<file path="config.mk">
export PLATFORM = sky130hd
export DESIGN_NAME = pot_timer
export DESIGN_NICKNAME = d
export VERILOG_FILES = /design/src/inc/pot_pkg.sv /design/src/verilog/pot_prescaler.sv /design/src/verilog/pot_timer.sv
export SDC_FILE = /design/constraint.sdc
export NUM_CORES = 1
export LEC_CHECK = 0
export ABC_AREA = 1
export BUFFER_PORTS_ARGS = -buffer_cell sky130_fd_sc_hd__buf_2
export CORE_ASPECT_RATIO = 1.1
export CORE_UTILIZATION = 50
export DETAILED_ROUTE_END_ITERATION = 8
export GPL_TIMING_DRIVEN = 0
export PLACE_DENSITY = 0.74
export SLEW_MARGIN = 0
export SYNTH_ARGS = -nofsm -noshare
export SYNTH_HDL_FRONTEND = slang
export SYNTH_HIERARCHICAL = 1
export SYNTH_SLANG_ARGS = --single-unit
</file>
<file path="constraint.sdc">
create_clock -name mclk -period 4.15 [get_ports mclk]
set_input_delay 0.83 -clock mclk [delete_from_list [all_inputs] [get_ports mclk]]
set_output_delay 0.83 -clock mclk [all_outputs]
set_load 0.01 [all_outputs]
</file>
<file path="src/inc/pot_pkg.sv">
/*
 Constants for the prescaled overflow timer: register map, field positions,
 reset values, timing counts and prescaler codes.
 Assumes a Wishbone classic slave with 8-bit data in the low lane.
*/
// What this block does
// - 16-bit count plus 8-bit prescaler, byte addressable
// - Source select one internal, zero external pin
// - Edge select picks rising or falling pin edge
// - Prescale codes 0-7 powers of two, 1xxx 256
// - Count wraps FFFF to 0000, sets overflow flag
// - Overflow request gated by its enable bit
// - Overflow flag cleared on vector acknowledge
// - Prescaler output sampled, synchronised after prescaler
// - Pin edge to increment within 3..7 periods
// - Written byte holds one cycle, other counts
// - Any count byte write clears prescaler
// - One count byte per access
// - Prescale may change anytime, clearing advised
// - Interrupt-edge bit picks external interrupt edge
// - Selected pin edge sets external-clock flag, external source only
`default_nettype none
package pot_pkg;
   localparam logic [3:0] REG_CONTROL     = 4'h5;
   localparam logic [3:0] REG_CPU_STATUS  = 4'h6;
   localparam logic [3:0] REG_INT_STATUS  = 4'h7;
   localparam logic [3:0] REG_COUNT_LOW   = 4'hb;
   localparam logic [3:0] REG_COUNT_HIGH  = 4'hc;
   localparam logic [7:0] CONTROL_RESET   = 8'h00;
   localparam logic [7:0] INT_RESET       = 8'h00;
   localparam logic [7:0] CPU_RESET       = 8'h00;
   localparam int CTL_IRQ_EDGE  = 7;
   localparam int CTL_CLK_EDGE  = 6;
   localparam int CTL_CLK_SRC   = 5;
   localparam int CTL_PS_HI     = 4;
   localparam int CTL_PS_LO     = 1;
   localparam int INT_PERIPH_FL = 7;
   localparam int INT_EXTCLK_FL = 6;
   localparam int INT_OVF_FL    = 5;
   localparam int INT_PIN_FL    = 4;
   localparam int INT_PERIPH_EN = 3;
   localparam int INT_EXTCLK_EN = 2;
   localparam int INT_OVF_EN    = 1;
   localparam int INT_PIN_EN    = 0;
   localparam int CPU_GLOBAL_DIS = 4;
   localparam logic [7:0] CTL_WMASK = 8'hfe;
   localparam logic [7:0] CPU_WMASK = 8'h10;
   // One instruction cycle is four oscillator periods, one mclk each
   localparam logic [1:0] PHASE_LAST      = 2'h3;
   localparam logic [1:0] PHASE_SAMPLE_A  = 2'h0;
   localparam logic [1:0] PHASE_SAMPLE_B  = 2'h2;
   localparam int LAT_MIN_OSC = 3;
   localparam int LAT_MAX_OSC = 7;
   localparam logic [7:0] PS_MAX = 8'hff;
endpackage
`default_nettype wire

</file>
<file path="src/verilog/pot_prescaler.sv">
/*
 Eight-bit prescaler for the overflow timer: divides a stream of source
 pulses by 1..256 and toggles its output each completed period.
 Assumes pulses are single mclk cycles in the mclk domain.
*/
`default_nettype none
module pot_prescaler
   import pot_pkg::*;
(
   input  wire logic       mclk,
   input  wire logic       sys_rst,
   input  wire logic       srcPulse,
   input  wire logic       clearCount,
   input  wire logic [3:0] prescaleSel,
   output logic            prescalerOut
);
   typedef struct packed {
      logic [7:0] count;
      logic       out;
   } pot_ps_type;

   pot_ps_type state;
   pot_ps_type next_state;

   function automatic logic [7:0] ps_limit(input logic [3:0] sel);
      if (sel[3])
         return PS_MAX;
      return 8'((9'h001 << sel[2:0]) - 9'h001);
   endfunction

   always_comb begin
      next_state = state;
      if (clearCount) begin
         next_state.count = '0;
      end else if (srcPulse) begin
         // Wrap at or past the limit when the ratio shrinks on the fly
         if (state.count >= ps_limit(prescaleSel)) begin
            next_state.count = '0;
            next_state.out   = ~state.out;
         end else begin
            next_state.count = state.count + 8'h01;
         end
      end
   end

   always_ff @(posedge mclk) begin
      if (sys_rst)
         state <= '0;
      else
         state <= next_state;
   end

   assign prescalerOut = state.out;

   AST_PS_DIV1: assert property (
      @(posedge mclk) disable iff (sys_rst)
      (srcPulse && !clearCount && prescaleSel == 4'h0) |=> (prescalerOut != $past(prescalerOut)))
      else $error("prescaler at 1:1 missed an edge");
   AST_PS_CLEAR: assert property (
      @(posedge mclk) disable iff (sys_rst)
      clearCount |=> state.count == 8'h00)
      else $error("prescaler not cleared");
endmodule
`default_nettype wire

</file>
<file path="src/verilog/pot_timer.sv">
/*
 Prescaled 16-bit overflow timer with Wishbone classic register access.
 Holds control, cpu status, interrupt status and the two count bytes.
 Assumes pins arrive asynchronously; the core pulses vectorAck when it
 vectors to the overflow interrupt.
*/
`default_nettype none
module pot_timer
   import pot_pkg::*;
(
   input  wire logic        mclk,
   input  wire logic        sys_rst,
   input  wire logic        wb_cyc_i,
   input  wire logic        wb_stb_i,
   input  wire logic        wb_we_i,
   input  wire logic [5:0]  wb_adr_i,
   input  wire logic [3:0]  wb_sel_i,
   input  wire logic [31:0] wb_dat_i,
   output logic      [31:0] wb_dat_o,
   output logic             wb_ack_o,
   output logic             wb_err_o,
   input  wire logic        extClkPin,
   input  wire logic        extIrqPin,
   input  wire logic        vectorAck,
   output logic             overflowIrq,
   output logic             extClkIrq,
   output logic             extPinIrq,
   output logic             globalIrqDisable
);
   typedef enum logic [1:0] {
      BUS_IDLE = 2'b00,
      BUS_ACK  = 2'b01,
      BUS_ERR  = 2'b11
   } pot_bus_type;

   typedef struct packed {
      pot_bus_type bus;
      logic [7:0]  rdata;
      logic [7:0]  control;
      logic [7:0]  cpuStatus;
      logic [7:0]  intStatus;
      logic [7:0]  countLow;
      logic [7:0]  countHigh;
      logic        holdLow;
      logic        holdHigh;
      logic [1:0]  phase;
      logic [1:0]  clkSync;
      logic [1:0]  irqSync;
      logic        clkPrev;
      logic        irqPrev;
      logic        psSample;
      logic        psPrev;
   } pot_state_type;

   pot_state_type state;
   pot_state_type next_state;

   logic       prescalerOut;
   logic       srcPulse;
   logic       psClear;
   logic       access;
   logic       wrAccess;
   logic [3:0] regIdx;
   logic       regValid;
   logic       pinRise;
   logic       pinFall;
   logic       pinEdge;
   logic       extEdge;
   logic       incLow;
   logic       incHigh;
   logic       overflow;
   logic       irqEdge;

   // Printed offsets are not word multiples, so byte address is 4x index
   function automatic logic is_reg(input logic [3:0] idx);
      return idx == REG_CONTROL || idx == REG_CPU_STATUS || idx == REG_INT_STATUS ||
             idx == REG_COUNT_LOW || idx == REG_COUNT_HIGH;
   endfunction

   assign regIdx   = wb_adr_i[5:2];
   assign regValid = is_reg(regIdx);
   assign access   = wb_cyc_i && wb_stb_i && state.bus == BUS_IDLE;
   // Only lane 0 carries the byte; one count byte per access
   assign wrAccess = access && wb_we_i && wb_sel_i[0] && regValid;

   assign pinRise = state.clkSync[1] && !state.clkPrev;
   assign pinFall = !state.clkSync[1] && state.clkPrev;
   assign pinEdge = state.control[CTL_CLK_EDGE] ? pinRise : pinFall;

   // Internal source gives one pulse per instruction cycle
   assign srcPulse = state.control[CTL_CLK_SRC] ? (state.phase == PHASE_LAST) : pinEdge;
   assign psClear  = wrAccess && (regIdx == REG_COUNT_LOW || regIdx == REG_COUNT_HIGH);

   pot_prescaler u_prescaler (
      .mclk        (mclk),
      .sys_rst     (sys_rst),
      .srcPulse    (srcPulse),
      .clearCount  (psClear),
      .prescaleSel (state.control[CTL_PS_HI:CTL_PS_LO]),
      .prescalerOut(prescalerOut)
   );

   // Prescaler output sampled twice per cycle, any change is one count
   assign extEdge  = state.psSample != state.psPrev;
   assign incLow   = extEdge && !state.holdLow;
   assign incHigh  = extEdge && (state.countLow == 8'hff) && !state.holdHigh;
   assign overflow = incHigh && (state.countHigh == 8'hff);
   assign irqEdge  = state.control[CTL_IRQ_EDGE] ? (state.irqSync[1] && !state.irqPrev)
                                                 : (!state.irqSync[1] && state.irqPrev);

   always_comb begin
      next_state = state;
      next_state.phase   = state.phase + 2'h1;
      next_state.clkSync = {state.clkSync[0], extClkPin};
      next_state.irqSync = {state.irqSync[0], extIrqPin};
      next_state.clkPrev = state.clkSync[1];
      next_state.irqPrev = state.irqSync[1];
      next_state.holdLow  = 1'b0;
      next_state.holdHigh = 1'b0;
      if (state.phase == PHASE_SAMPLE_A || state.phase == PHASE_SAMPLE_B) begin
         next_state.psSample = prescalerOut;
         next_state.psPrev   = state.psSample;
      end else begin
         next_state.psPrev = state.psSample;
      end
      if (incLow)
         next_state.countLow = state.countLow + 8'h01;
      if (incHigh)
         next_state.countHigh = state.countHigh + 8'h01;
      if (pinEdge && !state.control[CTL_CLK_SRC])
         next_state.intStatus[INT_EXTCLK_FL] = 1'b1;
      if (irqEdge)
         next_state.intStatus[INT_PIN_FL] = 1'b1;
      // Vector clear, overflow set below wins in the same cycle
      if (vectorAck)
         next_state.intStatus[INT_OVF_FL] = 1'b0;
      if (state.bus != BUS_IDLE) begin
         next_state.bus = BUS_IDLE;
      end else if (access) begin
         if (!regValid) begin
            next_state.bus = BUS_ERR;
         end else begin
            next_state.bus = BUS_ACK;
            if (regIdx == REG_CONTROL)
               next_state.rdata = state.control;
            else if (regIdx == REG_CPU_STATUS)
               next_state.rdata = state.cpuStatus;
            else if (regIdx == REG_INT_STATUS)
               next_state.rdata = state.intStatus;
            else if (regIdx == REG_COUNT_LOW)
               next_state.rdata = state.countLow;
            else
               next_state.rdata = state.countHigh;
         end
         if (wrAccess) begin
            if (regIdx == REG_CONTROL) begin
               next_state.control = wb_dat_i[7:0] & CTL_WMASK;
            end else if (regIdx == REG_CPU_STATUS) begin
               next_state.cpuStatus = wb_dat_i[7:0] & CPU_WMASK;
            end else if (regIdx == REG_INT_STATUS) begin
               // Written flags may be cleared, hardware sets below win
               next_state.intStatus = wb_dat_i[7:0];
            end else if (regIdx == REG_COUNT_LOW) begin
               next_state.countLow = wb_dat_i[7:0];
               next_state.holdLow  = 1'b1;
            end else begin
               next_state.countHigh = wb_dat_i[7:0];
               next_state.holdHigh  = 1'b1;
            end
         end
      end
      if (pinEdge && !state.control[CTL_CLK_SRC])
         next_state.intStatus[INT_EXTCLK_FL] = 1'b1;
      if (irqEdge)
         next_state.intStatus[INT_PIN_FL] = 1'b1;
      if (overflow)
         next_state.intStatus[INT_OVF_FL] = 1'b1;
   end

   always_ff @(posedge mclk) begin
      if (sys_rst) begin
         state           <= '0;
         state.control   <= CONTROL_RESET;
         state.intStatus <= INT_RESET;
         state.cpuStatus <= CPU_RESET;
      end else begin
         state <= next_state;
      end
   end

   assign wb_ack_o = state.bus == BUS_ACK;
   assign wb_err_o = state.bus == BUS_ERR;
   assign wb_dat_o = {24'h00_0000, state.rdata};
   assign globalIrqDisable = state.cpuStatus[CPU_GLOBAL_DIS];
   assign overflowIrq = state.intStatus[INT_OVF_FL] && state.intStatus[INT_OVF_EN];
   assign extClkIrq   = state.intStatus[INT_EXTCLK_FL] && state.intStatus[INT_EXTCLK_EN];
   assign extPinIrq   = state.intStatus[INT_PIN_FL] && state.intStatus[INT_PIN_EN];

   // A write in the wrap cycle or a held low byte legally breaks the wrap
   AST_OVF_SET: assert property (
      @(posedge mclk) disable iff (sys_rst)
      overflow && !state.holdLow && !wrAccess
      |=> state.intStatus[INT_OVF_FL] && state.countHigh == 8'h00 && state.countLow == 8'h00)
      else $error("overflow did not wrap and set flag");
   AST_OVF_MASK: assert property (
      @(posedge mclk) disable iff (sys_rst)
      !state.intStatus[INT_OVF_EN]
      |-> !overflowIrq)
      else $error("masked overflow request raised");
   AST_VEC_CLR: assert property (
      @(posedge mclk) disable iff (sys_rst)
      vectorAck && !overflow && !(wrAccess && regIdx == REG_INT_STATUS)
      |=> !state.intStatus[INT_OVF_FL])
      else $error("vector did not clear overflow flag");
   AST_HOLD_LOW: assert property (
      @(posedge mclk) disable iff (sys_rst)
      wrAccess && regIdx == REG_COUNT_LOW
      |=> ##1 (state.countLow == $past(wb_dat_i[7:0], 2)))
      else $error("written low byte advanced next cycle");
   AST_HIGH_CARRY: assert property (
      @(posedge mclk) disable iff (sys_rst)
      extEdge && state.countLow == 8'hff && !state.holdHigh && !wrAccess
      |=> state.countHigh == $past(state.countHigh) + 8'h01)
      else $error("high byte missed carry");
   AST_INT_SRC: assert property (
      @(posedge mclk) disable iff (sys_rst)
      state.control[CTL_CLK_SRC] && state.phase == PHASE_LAST && !psClear
         && state.control[CTL_PS_HI:CTL_PS_LO] == 4'h0
      |=> ##[1:3] extEdge)
      else $error("internal clock did not advance");
   AST_EXT_LAT: assert property (
      @(posedge mclk) disable iff (sys_rst)
      pinEdge && !state.control[CTL_CLK_SRC] && !psClear
         && state.control[CTL_PS_HI:CTL_PS_LO] == 4'h0
      |=> ##[0:4] extEdge)
      else $error("external edge latency too long");
   AST_EXT_FLAG: assert property (
      @(posedge mclk) disable iff (sys_rst)
      pinEdge && !state.control[CTL_CLK_SRC]
      |=> state.intStatus[INT_EXTCLK_FL])
      else $error("pin edge did not set flag");
   AST_PIN_IRQ: assert property (
      @(posedge mclk) disable iff (sys_rst)
      irqEdge
      |=> state.intStatus[INT_PIN_FL])
      else $error("interrupt pin edge missed");
   AST_ONE_ACK: assert property (
      @(posedge mclk) disable iff (sys_rst)
      wb_ack_o
      |=> !wb_ack_o)
      else $error("ack held two cycles");
   AST_ACK_NEXT: assert property (
      @(posedge mclk) disable iff (sys_rst)
      wb_cyc_i && wb_stb_i && state.bus == BUS_IDLE
      |=> wb_ack_o || wb_err_o)
      else $error("request not answered next cycle");
   AST_ERR_UNMAPPED: assert property (
      @(posedge mclk) disable iff (sys_rst)
      access && !regValid
      |=> wb_err_o && !wb_ack_o)
      else $error("unmapped index not refused");
   AST_ERR_NO_WRITE: assert property (
      @(posedge mclk) disable iff (sys_rst)
      access && !regValid
      |=> $stable(state.control))
      else $error("refused access changed control");
   AST_READ_LOW: assert property (
      @(posedge mclk) disable iff (sys_rst)
      access && !wb_we_i && regIdx == REG_COUNT_LOW
      |=> wb_dat_o[7:0] == $past(state.countLow))
      else $error("low byte read returned wrong value");
   AST_CTL_BIT0: assert property (
      @(posedge mclk) disable iff (sys_rst)
      1'b1
      |-> !state.control[0])
      else $error("unimplemented control bit set");
   AST_LOW_STEP: assert property (
      @(posedge mclk) disable iff (sys_rst)
      incLow && !wrAccess
      |=> state.countLow == $past(state.countLow) + 8'h01)
      else $error("low byte did not advance by one");
   AST_LOW_IDLE: assert property (
      @(posedge mclk) disable iff (sys_rst)
      !extEdge && !wrAccess
      |=> $stable(state.countLow))
      else $error("low byte moved without a count");
   AST_LOW_HOLD: assert property (
      @(posedge mclk) disable iff (sys_rst)
      state.holdLow && !wrAccess
      |=> $stable(state.countLow))
      else $error("low byte advanced in hold cycle");
   AST_HIGH_HOLD: assert property (
      @(posedge mclk) disable iff (sys_rst)
      state.holdHigh && !wrAccess
      |=> $stable(state.countHigh))
      else $error("high byte advanced in hold cycle");
   AST_HIGH_IDLE: assert property (
      @(posedge mclk) disable iff (sys_rst)
      !incHigh && !wrAccess
      |=> $stable(state.countHigh))
      else $error("high byte moved without a carry");
   AST_INT_NO_PIN: assert property (
      @(posedge mclk) disable iff (sys_rst)
      state.control[CTL_CLK_SRC] && state.phase != PHASE_LAST
      |=> $stable(prescalerOut))
      else $error("internal source pulsed off its phase");
   AST_EXT_UNSEL: assert property (
      @(posedge mclk) disable iff (sys_rst)
      !state.control[CTL_CLK_SRC] && !pinEdge
      |=> $stable(prescalerOut))
      else $error("unselected pin edge reached prescaler");
   AST_SAMPLE_TWICE: assert property (
      @(posedge mclk) disable iff (sys_rst)
      !(state.phase == PHASE_SAMPLE_A || state.phase == PHASE_SAMPLE_B)
      |=> $stable(state.psSample))
      else $error("prescaler output sampled off phase");
   AST_PHASE_STEP: assert property (
      @(posedge mclk) disable iff (sys_rst)
      1'b1
      |=> state.phase == $past(state.phase) + 2'h1)
      else $error("phase counter skipped");
   AST_OVF_ONLY_WRAP: assert property (
      @(posedge mclk) disable iff (sys_rst)
      !overflow && !(wrAccess && regIdx == REG_INT_STATUS)
      |=> !$rose(state.intStatus[INT_OVF_FL]))
      else $error("overflow flag set without a wrap");
   AST_EXT_ONLY_EDGE: assert property (
      @(posedge mclk) disable iff (sys_rst)
      !(pinEdge && !state.control[CTL_CLK_SRC]) && !(wrAccess && regIdx == REG_INT_STATUS)
      |=> !$rose(state.intStatus[INT_EXTCLK_FL]))
      else $error("clock pin flag set without an edge");
   AST_PIN_ONLY_EDGE: assert property (
      @(posedge mclk) disable iff (sys_rst)
      !irqEdge && !(wrAccess && regIdx == REG_INT_STATUS)
      |=> !$rose(state.intStatus[INT_PIN_FL]))
      else $error("interrupt pin flag set without an edge");
   AST_EXT_MASK: assert property (
      @(posedge mclk) disable iff (sys_rst)
      !state.intStatus[INT_EXTCLK_EN]
      |-> !extClkIrq)
      else $error("masked clock pin request raised");
   AST_PIN_MASK: assert property (
      @(posedge mclk) disable iff (sys_rst)
      !state.intStatus[INT_PIN_EN]
      |-> !extPinIrq)
      else $error("masked interrupt pin request raised");

   COV_OVERFLOW: cover property (@(posedge mclk) disable iff (sys_rst) overflow);
   COV_WRITE_LOW: cover property (@(posedge mclk) disable iff (sys_rst) wrAccess && regIdx == REG_COUNT_LOW);
   COV_EXT_EDGE: cover property (@(posedge mclk) disable iff (sys_rst) pinEdge && !state.control[CTL_CLK_SRC]);
   COV_ERR: cover property (@(posedge mclk) disable iff (sys_rst) wb_err_o);
endmodule
`default_nettype wire

</file>
== After elaboration in Yosys (flattened, before gate mapping) ==
Cells that the tools add are included.

* Register bits after elaboration: 63
* Input bits: 50
* Logic and storage cells: 122
* Output and inout port bits: 38

* Shift operators: 1
* Equality and inequality tests: 12
* Mux-type cells: 35
* Add/subtract/negate cells: 5
* Bitwise gates (word level): 7
* Order comparisons: 1
* Reductions and logical operators: 42

{| class="wikitable"
|+ Operators by type and width
! operator !! count
|-
| $mux W25 || 5
|-
| $mux W8 || 13
|-
| $add A8 B1 Y8 const B || 3
|-
| $logic_and A1 B1 Y1 || 18
|-
| $mux W18 || 1
|-
| $eq A8 B8 Y1 const B || 2
|-
| $mux W1 || 14
|-
| $eq A4 B3 Y1 const B || 3
|-
| $eq A4 B4 Y1 const B || 2
|-
| $ge A8 B8 Y1 || 1
|-
| $shl A1 B3 Y8 const A || 1
|-
| $sub A8 B1 Y8 const B || 1
|-
| $logic_not A1 Y1 || 7
|-
| $mux W7 || 1
|-
| $not A1 Y1 || 7
|-
| $reduce_or A7 Y1 || 1
|-
| $eq A2 B2 Y1 const B || 3
|-
| $logic_or A1 B1 Y1 || 6
|-
| $reduce_and A3 Y1 || 2
|-
| $reduce_and A6 Y1 || 1
|-
| $reduce_and A5 Y1 || 1
|-
| $logic_not A2 Y1 || 2
|-
| $reduce_and A4 Y1 || 1
|-
| $reduce_or A2 Y1 || 2
|-
| 5 further kinds || 5
|}

== Depth between registers and ports, before layout ==
Gate-level depths: netlist of the first run.

* Depth after elaboration: 13
* Gate-level depth with buffers: 15
* Mapped depth without buffers: 15

== By module ==
Netlist of the first run, hierarchy kept.

{| class="wikitable"
|+ By module, submodules not included
! module !! area an instance (um2) !! cells an instance !! seq. area each (um2) !! times used
|-
| pot_timer || 3,479.6 || 543 || 1,081.0 || 1
|-
| pot_prescaler || 671.9 || 95 || 180.2 || 1
|}

== Worst setup path before layout of the first run ==
OpenSTA, ideal clock, no wires.

* Kind: input-to-reg
* From: input wb_cyc_i
* To: register u_prescaler/state[8] in the netlist's numbering
* Slack: 2,153 ps
* Setup time: 120 ps
* Path buffers: 0
* Stages: 9
* Data required time: 4,030 ps
* Arrival: 1,877 ps
* Path through: nand2_1 -> inv_1 -> nand3_1 -> nor2_2 -> nand2_2 -> a21oi_1 -> nor2_1 -> nand2_1 -> nor2_2

* Cells in the longest elaborated chain, start to end: 7

{| class="wikitable"
|+ RTL lines
! what !! line !! source
|-
| start: declaration || pot_timer.sv:13 || <nowiki>input wire logic wb_cyc_i,</nowiki>
|-
| $logic_and A1 B1 Y1 (2 in series) || pot_timer.sv:82 || <nowiki>assign access = wb_cyc_i && wb_stb_i && state.bus == BUS_IDLE;</nowiki>
|-
| $logic_and A1 B1 Y1 (3 in series) || pot_timer.sv:84 || <nowiki>assign wrAccess = access && wb_we_i && wb_sel_i[0] && regValid;</nowiki>
|-
| $logic_and A1 B1 Y1 || pot_timer.sv:92 || <nowiki>assign psClear = wrAccess && (regIdx == REG_COUNT_LOW || regIdx == REG_COUNT_HIGH);</nowiki>
|-
| named net psClear || pot_timer.sv:60 || <nowiki>logic psClear;</nowiki>
|-
| $reduce_or A2 Y1 (no source line) || n/a ||
|-
| end signal: assignment || pot_prescaler.sv:50 || <nowiki>state <= next_state;</nowiki>
|-
| end: declaration || pot_prescaler.sv:22 || <nowiki>pot_ps_type state;</nowiki>
|}

The timed path passes the listed nets, and every way through them passes these cells.
A chain may end at the register's enable or synchronous reset.

== Worst setup path after layout of the first run ==
* From: input wb_cyc_i
* To: register u_prescaler/state[3] in the netlist's numbering

The elaborated chain is that of the path after synthesis.

==> results.md, run 1 <==
- Post-route fraction of the period consumed by the critical path: 52.5%
- Worst reg2reg endpoint: u_prescaler/state[3]
- Total congestion overflow after global routing: 0
- Power per unit of standard cell area: 293 mW/mm^2
- Worst Setup SP: wb_cyc_i
- Worst Hold Path Cells: 2
- Class of the most critical setup path: input port to flip-flop
- Flop-to-flop setup slack: 2100 ps
- Net count reported at finish: 770
- Leakage power figure: 2.45 nW
- Cell types with the largest area share after synthesis: sky130_fd_sc_hd__dfxtp_1, sky130_fd_sc_hd__nand2_1, sky130_fd_sc_hd__nor2_1, sky130_fd_sc_hd__inv_1, sky130_fd_sc_hd__buf_4
- Vias in the first global route: between 3000 and 4000
- Global-route wire length before repair: 17000 um
- Final routed DRC violation total: 0
- Maximum resistive drop on vdd: 0.221 mV
- Type of the most critical hold path: flip-flop to flip-flop
- Final weighted congestion of routability-driven global placement: 0.933
- Main flop type after synthesis: sky130_fd_sc_hd__dfxtp_1
- Clock tree from TritonCTS: yes
- Capture point of the worst path: u_prescaler/state[3]
- CP Depth: 10
- Pins over their slew limit: 0
- Num Clock Sinks: between 60 and 70
- Drt pass-1 iters: 5
- Number of core rows: 34
- Synthesis warning total: 6
- Min Tclk post-route: around 2200 ps
- Family with the most delay on the worst path: simple AND/OR/NAND/NOR gates
- Number of nets with antenna violations after detailed routing: 0
- Syn Area/Cell: 6.51 um^2
- Reg2Reg Launch Point: state[60]
- Result of the run: finished clean
- Core Box Area: roughly 0.008 mm^2
- RSZ-0062 raised after global routing: no
- Fraction of met1 tracks used by global routing: 32.3%
- Post-cts sizing count: 0
- Most common library cell in the layout ignoring fill and taps: sky130_fd_sc_hd__nand2_1
- Initial core utilization: between 50% and 60%
- Maximum number of buffers from clock root to sink: 2
- Buffer type at the clock tree root: sky130_fd_sc_hd__clkbuf_8
- Share of flip-flops with an asynchronous set or reset: 0%
- # setup viols final: 0
- Pin count of the biggest net entering global routing: 13
- Estimated wirelength of the detail-placed design: roughly 8000 um
- Busiest layer in global routing: met2
- EDFF count, synth: 0
- Setup Total Neg Slack: 0 ps
- Number of diodes: 0
- Number of levels the H-tree was split into: 3
- Synth Cell Area: 0.00415 mm^2
- I/O pin count: 88
- Clock latency on the worst-skew pair: 350 ps
- Critical Path Fanout Max: 8
- Worst slew margin relative to its limit: approximately 64%
- Area share of the largest cell type after synthesis: 30.4%
- Post-route clock skew: 10.4 ps
- Setup repair bufs after CTS: 0
- Actual slew at the worst max-slew pin: 537 ps
- Number of register bits inferred by synthesis: 63
- Number of buffers added by the clock tree synthesis step: 9
- Global routing usage on met2: 43.6%
- Routed wirelength normalized by instance count: ~13 um
- Data required time of the critical path: 4380 ps
- Cells after synthesis: 638
- IO buf count: 34
- Number of endpoints with negative hold slack in the final report: 0
- Number of cells on the worst reg-to-reg path: 8
- Top achievable clock speed: 459 MHz
- Die Ht: 97.6 um
- Die Span X: 88.9 um
- Crit. End Element: flip-flop
- Count of cell types in the netlist: 41
- Most frequent cells in the layout: sky130_fd_sc_hd__nand2_1, sky130_fd_sc_hd__nor2_1, sky130_fd_sc_hd__inv_1
- Post-CTS Hold Fix Bufs: 0
- Sequential-to-total area share from yosys stat: between 30 and 40%
- Final wirelength: 10600 um
- Clock edge transition at the registers on the reported setup and hold paths: 80 ps
- Iter 0 DRT Violations: 220
- Kind of start point of the critical path: input port
- Chain of cells forming the critical path: buf_2 -> nand2_1 -> inv_1 -> nand3_1 -> nor2_2 -> nand2_2 -> a21oi_1 -> nor2_1 -> nand2_1 -> nor2_1
- Hold_ws: 412 ps
- Vias per std cell: 4.93
- Cell with the largest stage delay on the worst path: sky130_fd_sc_hd__a21oi_1
- CP peak stage delay: 330 ps
- Number of antenna violations at the first check in global routing: 0
- Share of layout cells above drive strength 1: 18.1%
- Leading area contributor after synthesis: sky130_fd_sc_hd__dfxtp_1
- Data arrival time of the critical path: ~2400 ps
- Total track usage: 25.9%
- Max-capacitance violation count: 0
- Post-layout total power: 0.00140 W
- Met3 track demand over resource: 4.93%
- Total buffers and inverters traversed by the critical path: 2
- Die Footprint: between 0.008 and 0.009 mm^2
- Routed via count: 4038
- P&R area growth vs syn: 14.8%
[cells by family after synthesis]
logic type	count (synthesis)	share of synthesized area, %
mux	1	0.241
xor+xnor	10	2.11
flops	63	30.4
fa+ha+maj	14	4.22
other cells	1	0.0903
buf+inv	133	16.0
simple gates	360	39.7
compound gates	56	7.26
[registers in the layout, summed over array words and instances, names as in the netlist]
register and count:
u_prescaler/prescalerOut 1, wb_dat_o 8, u_prescaler/state 8, next_state 5
globalIrqDisable 1, state 40
[how the worst min path moves through the flow]
| stage | from | end | slack (ps) |
|---|---|---|---|
| 2_1_floorplan | next_state[5] | next_state[2] | 390 |
| 3_3_place_gp | next_state[5] | next_state[2] | 390 |
| 3_5_place_dp | next_state[5] | next_state[2] | 410 |
| 4_1_cts | next_state[5] | next_state[2] | 420 |
| 5_1_grt | next_state[7] | next_state[3] | 450 |
| 6_report | next_state[5] | next_state[2] | 410 |
[power by group]
part	leakage [nW]	internal [W]	switching, W	total (W)
registers	0.510	0.000617	0.0000100	0.000627
clock network	0.105	0.000339	0.000268	0.000607
logic	1.84	0.0000566	0.000105	0.000162
total	2.45	0.00101	0.000383	0.00140
[layer usage]
layer	vias up	share of wire, %
met5	-	0
met4	0	3.1
met3	30	5.4
met2	123	48
met1	1815	44
li1	2070	-
[area by class of cell]
type	count	area (um^2)
inverter	88	340
clock buffer	9	124
clock inverter	7	97.6
multi-input combinational	465	2310
sequential	63	1260
buffer	45	324
timing repair buffer	34	170
tap	108	135
fill	802	3230
[metrics by stage]
stage,setup slack (ps),cells,cell area (um^2),utilization (%)
finish,1970,819,4760,59.6
global route,1870,819,4760,59.6
CTS,2000,819,4760,59.6
detailed placement,1640,803,4540,56.8
global placement,1660,803,4540,56.8
floorplan,2150,661,4240,-
[Yosys cell counts (all sizes together), types with 2 or more instances]
cell type  count
nor3           5
dfxtp         63
nand3         53
nand4         14
nor2          93
nand2        190
a21oi         24
clkbuf         7
xor2           6
ha            14
xnor2          4
or2            2
buf           38
inv           87
o21ai         28
nand3b         2
[worst reg2reg max path: stages, from the launching register on]
cell	delay (ps)
sky130_fd_sc_hd__dfxtp_1	330
sky130_fd_sc_hd__nor2_1	200
sky130_fd_sc_hd__nand3_1	120
sky130_fd_sc_hd__nor2_2	310
sky130_fd_sc_hd__nand2_2	220
sky130_fd_sc_hd__a21oi_1	340
sky130_fd_sc_hd__nor2_1	90
sky130_fd_sc_hd__nand2_1	250
sky130_fd_sc_hd__nor2_1	70
Note: power is estimated with default switching activity, not from simulation.
==> run 2: changes to the inputs <==
PLACE_DENSITY = 0.77   (was 0.74)
clock period = 1.8 ns   (was 4.15 ns; I/O delays follow)
==> run 2 against run 1 <==
Against the previous run:
- non-clock buffer count up 5
- power up 130%
- combinational power up 140%
- utilization up 1.0 points
- flip-flop and latch count unchanged
- sequential share of layout area down 0.30 points
- highest routed layer unchanged
==> results.md, run 2 (same netlist as run 1, synthesis figures left out) <==
- Setup Total Neg Slack: 0 ps (unchanged)
- Number of core rows: 34 (unchanged)
- Final wirelength: 10600 um (about the same)
- Clock tree from TritonCTS: yes (unchanged)
- Total buffers and inverters traversed by the critical path: 1 (was 2)
- Die Span X: 88.9 um (unchanged)
- Most frequent cells in the layout: sky130_fd_sc_hd__nand2_1, sky130_fd_sc_hd__inv_1, sky130_fd_sc_hd__nor2_1 (was sky130_fd_sc_hd__nand2_1, sky130_fd_sc_hd__nor2_1, sky130_fd_sc_hd__inv_1)
- Global-route wire length before repair: 16800 um (was 17000 um)
- Family with the most delay on the worst path: simple AND/OR/NAND/NOR gates (unchanged)
- Actual slew at the worst max-slew pin: 556 ps (was 537 ps)
- Result of the run: finished clean (unchanged)
- Leakage power figure: 2.49 nW (was 2.45 nW)
- Type of the most critical hold path: input port to flip-flop (was flip-flop to flip-flop)
- CP peak stage delay: 360 ps (was 330 ps)
- Cell with the largest stage delay on the worst path: sky130_fd_sc_hd__dfxtp_2 (was sky130_fd_sc_hd__a21oi_1)
- Number of antenna violations at the first check in global routing: 0 (unchanged)
- # setup viols final: 0 (unchanged)
- Power per unit of standard cell area: 653 mW/mm^2 (was 293 mW/mm^2)
- Drt pass-1 iters: 5 (unchanged)
- End-of-flow core utilization: 60.6% (was 59.6%)
- Initial core utilization: 51.9% (unchanged)
- Final weighted congestion of routability-driven global placement: 0.940 (was 0.933)
- Most common library cell in the layout ignoring fill and taps: sky130_fd_sc_hd__nand2_1 (unchanged)
- Vias per std cell: 4.97 (was 4.93)
- Number of endpoints with negative hold slack in the final report: 0 (unchanged)
- Clock edge transition at the registers on the reported setup and hold paths: 80 ps (about the same)
- Worst slew margin relative to its limit: 62.9% (was 64.2%)
- Chain of cells forming the critical path: nor2_4 -> inv_2 -> nor2_4 -> nand2_1 -> ha_1 -> nand2_1 -> nor2_1 -> nor2_1 -> nand2_1 -> nand2_1 -> nand2_2 -> nand2_2 -> nand2_4 -> nor2_1 (was buf_2 -> nand2_1 -> inv_1 -> nand3_1 -> nor2_2 -> nand2_2 -> a21oi_1 -> nor2_1 -> nand2_1 -> nor2_1)
- Max-capacitance violation count: 0 (unchanged)
- Cell Count Post-Placement: 803 (unchanged)
- RSZ-0062 raised after global routing: yes (was no)
- Share of layout cells above drive strength 1: 20.8% (was 18.1%)
- Num Clock Sinks: 63 (unchanged)
- Post-route fraction of the period consumed by the critical path: 94.4%
- Pin count of the biggest net entering global routing: 14 (was 13)
- Crit path top cell by count: sky130_fd_sc_hd__nand2_1
- Number of flip-flops in the largest register: 40 (unchanged)
- Die Footprint: 0.00867 mm^2 (unchanged)
- Kind of start point of the critical path: flip-flop (was input port)
- Data arrival time of the critical path: 1950 ps (was 2410 ps)
- Data required time of the critical path: 2050 ps (was 4380 ps)
- Maximum resistive drop on vdd: 0.537 mV (was 0.221 mV)
- I/O pin count: 88 (unchanged)
- Core Box Area: 0.00800 mm^2 (unchanged)
- P&R area growth vs syn: 16.8% (was 14.8%)
- Hold_ws: 200 ps (was 412 ps)
- Number of diodes: 0 (unchanged)
- Vias in the first global route: 3665 (was 3698)
- Net count reported at finish: 775 (was 770)
- Clock latency on the worst-skew pair: 360 ps (was 350 ps)
- Pins over their slew limit: 0 (unchanged)
- Maximum number of buffers from clock root to sink: 2 (unchanged)
- Largest register by flop count: state (unchanged)
- IO buf count: 34 (unchanged)
- Crit. End Element: flip-flop (unchanged)
- Buffer type at the clock tree root: sky130_fd_sc_hd__clkbuf_8 (unchanged)
- Routed via count: 4093 (was 4038)
- Total track usage: 25.5% (was 25.9%)
- Die Ht: 97.6 um (unchanged)
- Number of levels the H-tree was split into: 3 (unchanged)
- Post-layout total power: 0.00317 W (was 0.00140 W)
- Number of nets with antenna violations after detailed routing: 0 (unchanged)
- Class of the most critical setup path: flip-flop to flip-flop (was input port to flip-flop)
- Min Tclk post-route: 1700 ps
- Final routed DRC violation total: 0 (unchanged)
- Iter 0 DRT Violations: 184 (was 220)
- Routed wirelength normalized by instance count: 12.9 um (about the same)
- Estimated wirelength of the detail-placed design: 8100 um (was 8220 um)
- Post-route clock skew: 7.17 ps (was 10.4 ps)
- Total congestion overflow after global routing: 0 (unchanged)
- Critical Path Fanout Max: 8 (unchanged)
- Top achievable clock speed: a little under 600 MHz
- Number of buffers added by the clock tree synthesis step: 9 (unchanged)
- Non-Filler Instances: 824 (was 819)
[run 2: changes by cell type in the layout (fill, tap and decap cells not counted), sizes merged]
cell / previous run / this run
inv: 87 / 91
bufinv: 2 / 1
clkinvlp: 2 / 1
buf: 72 / 77
clkbuf: 16 / 17
clkinv: 4 / 1
[run 2: path summary, 6_finish.rpt]
path	from	end	slack [ps]	depth (start not counted)
worst max-delay path	state[47]	u_prescaler/state[3]	100	14
worst min-delay path	extIrqPin	next_state[5]	200	3
worst max register to register	state[47]	u_prescaler/state[3]	100	14
worst min register to register	next_state[5]	next_state[2]	400	2
[run 2: worst register-to-register path: cells and delay by family, from the launching register on]
kind | cells | cell delay [ps]
adders and majority gates | 1 | 280
buffers and inverters | 1 | 70
DFF | 1 | 360
and+or+nand+nor | 12 | 910
[run 2: cell type report]
type	instances	area, um^2
Buffer	45	324
Inverter	88	340
Fill cell	784	3150
Multi-Input combinational cell	465	2360
Timing Repair Buffer	39	208
Tap cell	108	135
Clock inverter	6	75.1
Sequential cell	63	1270
Clock buffer	10	138
[run 2: layer usage]
| layer | vias up | GRT usage (%) | share of wire, % |
|---|---|---|---|
| met5 | - | 0 | 0 |
| li1 | 2085 | - | - |
| met4 | 0 | 10.8 | 2.8 |
| met2 | 120 | 43.0 | 50 |
| met3 | 23 | 5.69 | 5.7 |
| met1 | 1865 | 30.5 | 42 |
[run 2: timing repair]
item	in CTS	in global routing
pin swaps	0	6
cloned	0	0
endpoints found under the setup margin	9	13
hold buffers	0	0
setup buffers	0	5
gates resized for setup	7	14
[run 2: stage by stage]
step                area, um^2  setup WS [ps]
finish                    4850            100
global route              4850          -47.9
CTS                       4780           9.11
detailed placement        4540           -236
global placement          4540           -207
floorplan                 4240            127
[run 2: report_power, final]
part	internal [W]	leakage [nW]	switching (W)
Combinational	0.000134	1.87	0.000247
Clock	0.000701	0.106	0.000641
Sequential	0.00142	0.513	0.0000232
==> run 3: changes to the inputs <==
CORE_ASPECT_RATIO = unset   (was 1.1)
RECOVER_POWER = 50   (was unset)
==> run 3 against run 2 <==
Against the previous run:
- first-iteration DRC count is 61% higher
- non-clock buffer count fell by 1
- combinational power is 1% lower
- critical endpoint unchanged
- clock power increased by 6%
- global-route usage up 0.66 points
==> results.md, run 3 (same netlist as run 1, synthesis figures left out) <==
- Crit. End Element: flip-flop (unchanged)
- Total congestion overflow after global routing: 0 (unchanged)
- Post-route clock skew: 8.73 ps (was 7.17 ps)
- Buffer type at the clock tree root: sky130_fd_sc_hd__clkbuf_8 (unchanged)
- Clock edge transition at the registers on the reported setup and hold paths: 80 ps (about the same)
- Capture point of the worst path: u_prescaler/state[3] (unchanged)
- Data arrival time of the critical path: 1990 ps (was 1950 ps)
- Die Footprint: 0.00867 mm^2 (about the same)
- Largest register by flop count: state (unchanged)
- Num Clock Sinks: 63 (unchanged)
- Most frequent cells in the layout: sky130_fd_sc_hd__nand2_1, sky130_fd_sc_hd__inv_1, sky130_fd_sc_hd__nor2_1 (unchanged)
- Post-route fraction of the period consumed by the critical path: 96.8% (was 94.4%)
- Result of the run: finished clean (unchanged)
- Min-Delay Startpoint: extClkPin (was extIrqPin)
- Core Box Area: 0.00789 mm^2 (was 0.00800 mm^2)
- Max-capacitance violation count: 0 (unchanged)
- Class of the most critical setup path: flip-flop to flip-flop (unchanged)
- Initial core utilization: 52.6% (was 51.9%)
- Maximum number of buffers from clock root to sink: 2 (unchanged)
- Number of buffers added by the clock tree synthesis step: 9 (unchanged)
- Routed via count: 4152 (was 4093)
- Number of antenna violations at the first check in global routing: 0 (unchanged)
- Reg2Reg Launch Point: state[48] (was state[47])
- Number of diodes: 0 (unchanged)
- Top achievable clock speed: 574 MHz (was 588 MHz)
- Clock latency on the worst-skew pair: 350 ps (was 360 ps)
- Worst reg2reg endpoint: u_prescaler/state[3] (unchanged)
- IO buf count: 34 (unchanged)
- Number of cells on the worst reg-to-reg path: 14 (unchanged)
- Crit path setup slack, layout: 57.8 ps (was 100 ps)
- Type of the most critical hold path: input port to flip-flop (unchanged)
- Pre-CTS setup slack: -268 ps (was -236 ps)
- Net count reported at finish: 774 (was 775)
- P&R area growth vs syn: 16.8% (unchanged)
- Min Tclk post-route: 1740 ps (was 1700 ps)
- Cell Count Post-Placement: 797 (was 803)
- Drt pass-1 iters: 6 (was 5)
- Flop-to-flop setup slack: 60 ps (was 100 ps)
- Pins over their slew limit: 0 (unchanged)
- Leakage power figure: 2.41 nW (was 2.49 nW)
- Total track usage: 26.1% (was 25.5%)
- Routed wirelength normalized by instance count: 13.2 um (was 12.9 um)
- Clock tree from TritonCTS: yes (unchanged)
- Kind of start point of the critical path: flip-flop (unchanged)
- Most common library cell in the layout ignoring fill and taps: sky130_fd_sc_hd__nand2_1 (unchanged)
- Vias per std cell: 5.08 (was 4.97)
- # setup viols final: 0 (unchanged)
- Die Ht: 93.1 um (was 97.6 um)
- Iter 0 DRT Violations: 296 (was 184)
- Actual slew at the worst max-slew pin: 650 ps (was 556 ps)
- Maximum resistive drop on vdd: 0.542 mV (was 0.537 mV)
- Die Span X: 93.1 um (was 88.9 um)
- Global-route wire length before repair: 17400 um (was 16800 um)
- Critical Path Fanout Max: 8 (unchanged)
- Non-Filler Instances: 817 (was 824)
- Final wirelength: 10800 um (was 10600 um)
- I/O pin count: 88 (unchanged)
- RSZ-0062 raised after global routing: yes (unchanged)
- Estimated wirelength of the detail-placed design: 8130 um (was 8100 um)
- Vias in the first global route: 3723 (was 3665)
- Pin count of the biggest net entering global routing: 14 (unchanged)
- Number of levels the H-tree was split into: 3 (unchanged)
- Share of layout cells above drive strength 1: 18.9% (was 20.8%)
- Power per unit of standard cell area: 669 mW/mm^2 (was 653 mW/mm^2)
- Worst slew margin relative to its limit: 56.7% (was 62.9%)
- Number of filler cells placed in the layout: 786 (was 784)
- Number of core rows: 32 (was 34)
- Final weighted congestion of routability-driven global placement: 0.923 (was 0.940)
- Final routed DRC violation total: 0 (unchanged)
- Number of endpoints with negative hold slack in the final report: 0 (unchanged)
- Number of nets with antenna violations after detailed routing: 0 (unchanged)
- Worst Setup SP: state[48] (was state[47])
- Data required time of the critical path: 2040 ps (was 2050 ps)
- Number of flip-flops in the largest register: 40 (unchanged)
## run 3: cell types whose count changed in the layout (fill, tap and decap cells not counted), sizes merged
cell,before,now
buf,77,61
clkbuf,17,31
bufinv,1,2
clkinv,1,2
inv,91,90
## run 3: report_power, final
group	switching, W	leakage [nW]	total [W]	internal, W
Combinational	0.000245	1.79	0.000376	0.000131
Sequential	0.0000234	0.513	0.00144	0.00142
Clock	0.000627	0.111	0.00142	0.000796
Total	0.000896	2.41	0.00324	0.00235
## run 3: worst min path at each step
stage                    end  depth (start not counted)
2_1_floorplan  next_state[2]                          2
3_3_place_gp   next_state[2]                          2
3_5_place_dp   next_state[3]                          2
4_1_cts        next_state[5]                          3
5_1_grt        next_state[7]                          3
6_report       next_state[7]                          3
## run 3: worst max-delay path, stage by stage (launching register included)
cell and delay [ps]:
sky130_fd_sc_hd__dfxtp_4 380, sky130_fd_sc_hd__nor2_4 120, sky130_fd_sc_hd__inv_2 70, sky130_fd_sc_hd__nor2_4 90
sky130_fd_sc_hd__nand2_2 70, sky130_fd_sc_hd__ha_4 260, sky130_fd_sc_hd__nand2_1 40, sky130_fd_sc_hd__nor2_1 90
sky130_fd_sc_hd__nor2_1 40, sky130_fd_sc_hd__nand2_1 50, sky130_fd_sc_hd__nand2_1 70, sky130_fd_sc_hd__nand2_2 100
sky130_fd_sc_hd__nand2_2 70, sky130_fd_sc_hd__nand2_4 130, sky130_fd_sc_hd__nor2_2 60
## run 3: area by class of cell
class                   count  area (um^2)  share of cell area [%]
plain buffers              45          324                    6.68
inverters                  88          340                    7.02
well taps                 102          128                    2.63
flip-flops and latches     63         1270                    26.2
clock buffers               9          124                    2.55
repair buffers             38          194                    4.00
clock inverters             7          103                    2.12
multi-input cells         465         2370                    48.8
## run 3: timing repair
action / 4_1_cts / 5_1_grt
hold buffers: 0 / 0
endpoints found under the setup margin: 9 / 16
pin swaps: 1 / 7
resized for setup: 10 / 16
setup buffers: 0 / 4
gates cloned: 0 / 0
## run 3: stage by stage
stage | power (W) | area [um^2] | setup TNS, ps | utilization [%] | hold WS, ps
floorplan | 0.00174 | 4240 | 0 | - | 388
global placement | 0.00184 | 4540 | -3630 | 57.5 | 390
detailed placement | 0.00185 | 4540 | -4110 | 57.5 | 397
CTS | 0.00327 | 4790 | 0 | 60.7 | 194
global route | 0.00338 | 4850 | -303 | 61.5 | 200
finish | 0.00324 | 4850 | 0 | 61.5 | 204
## run 3: metal layers
layer / track usage [%] / vias up / share of wire, %
li1: - / 2078 / -
met1: 31.5 / 1911 / 42
met2: 45.5 / 137 / 50
met3: 5.04 / 26 / 6.5
met4: 10.3 / 0 / 2.3
met5: 0 / - / 0
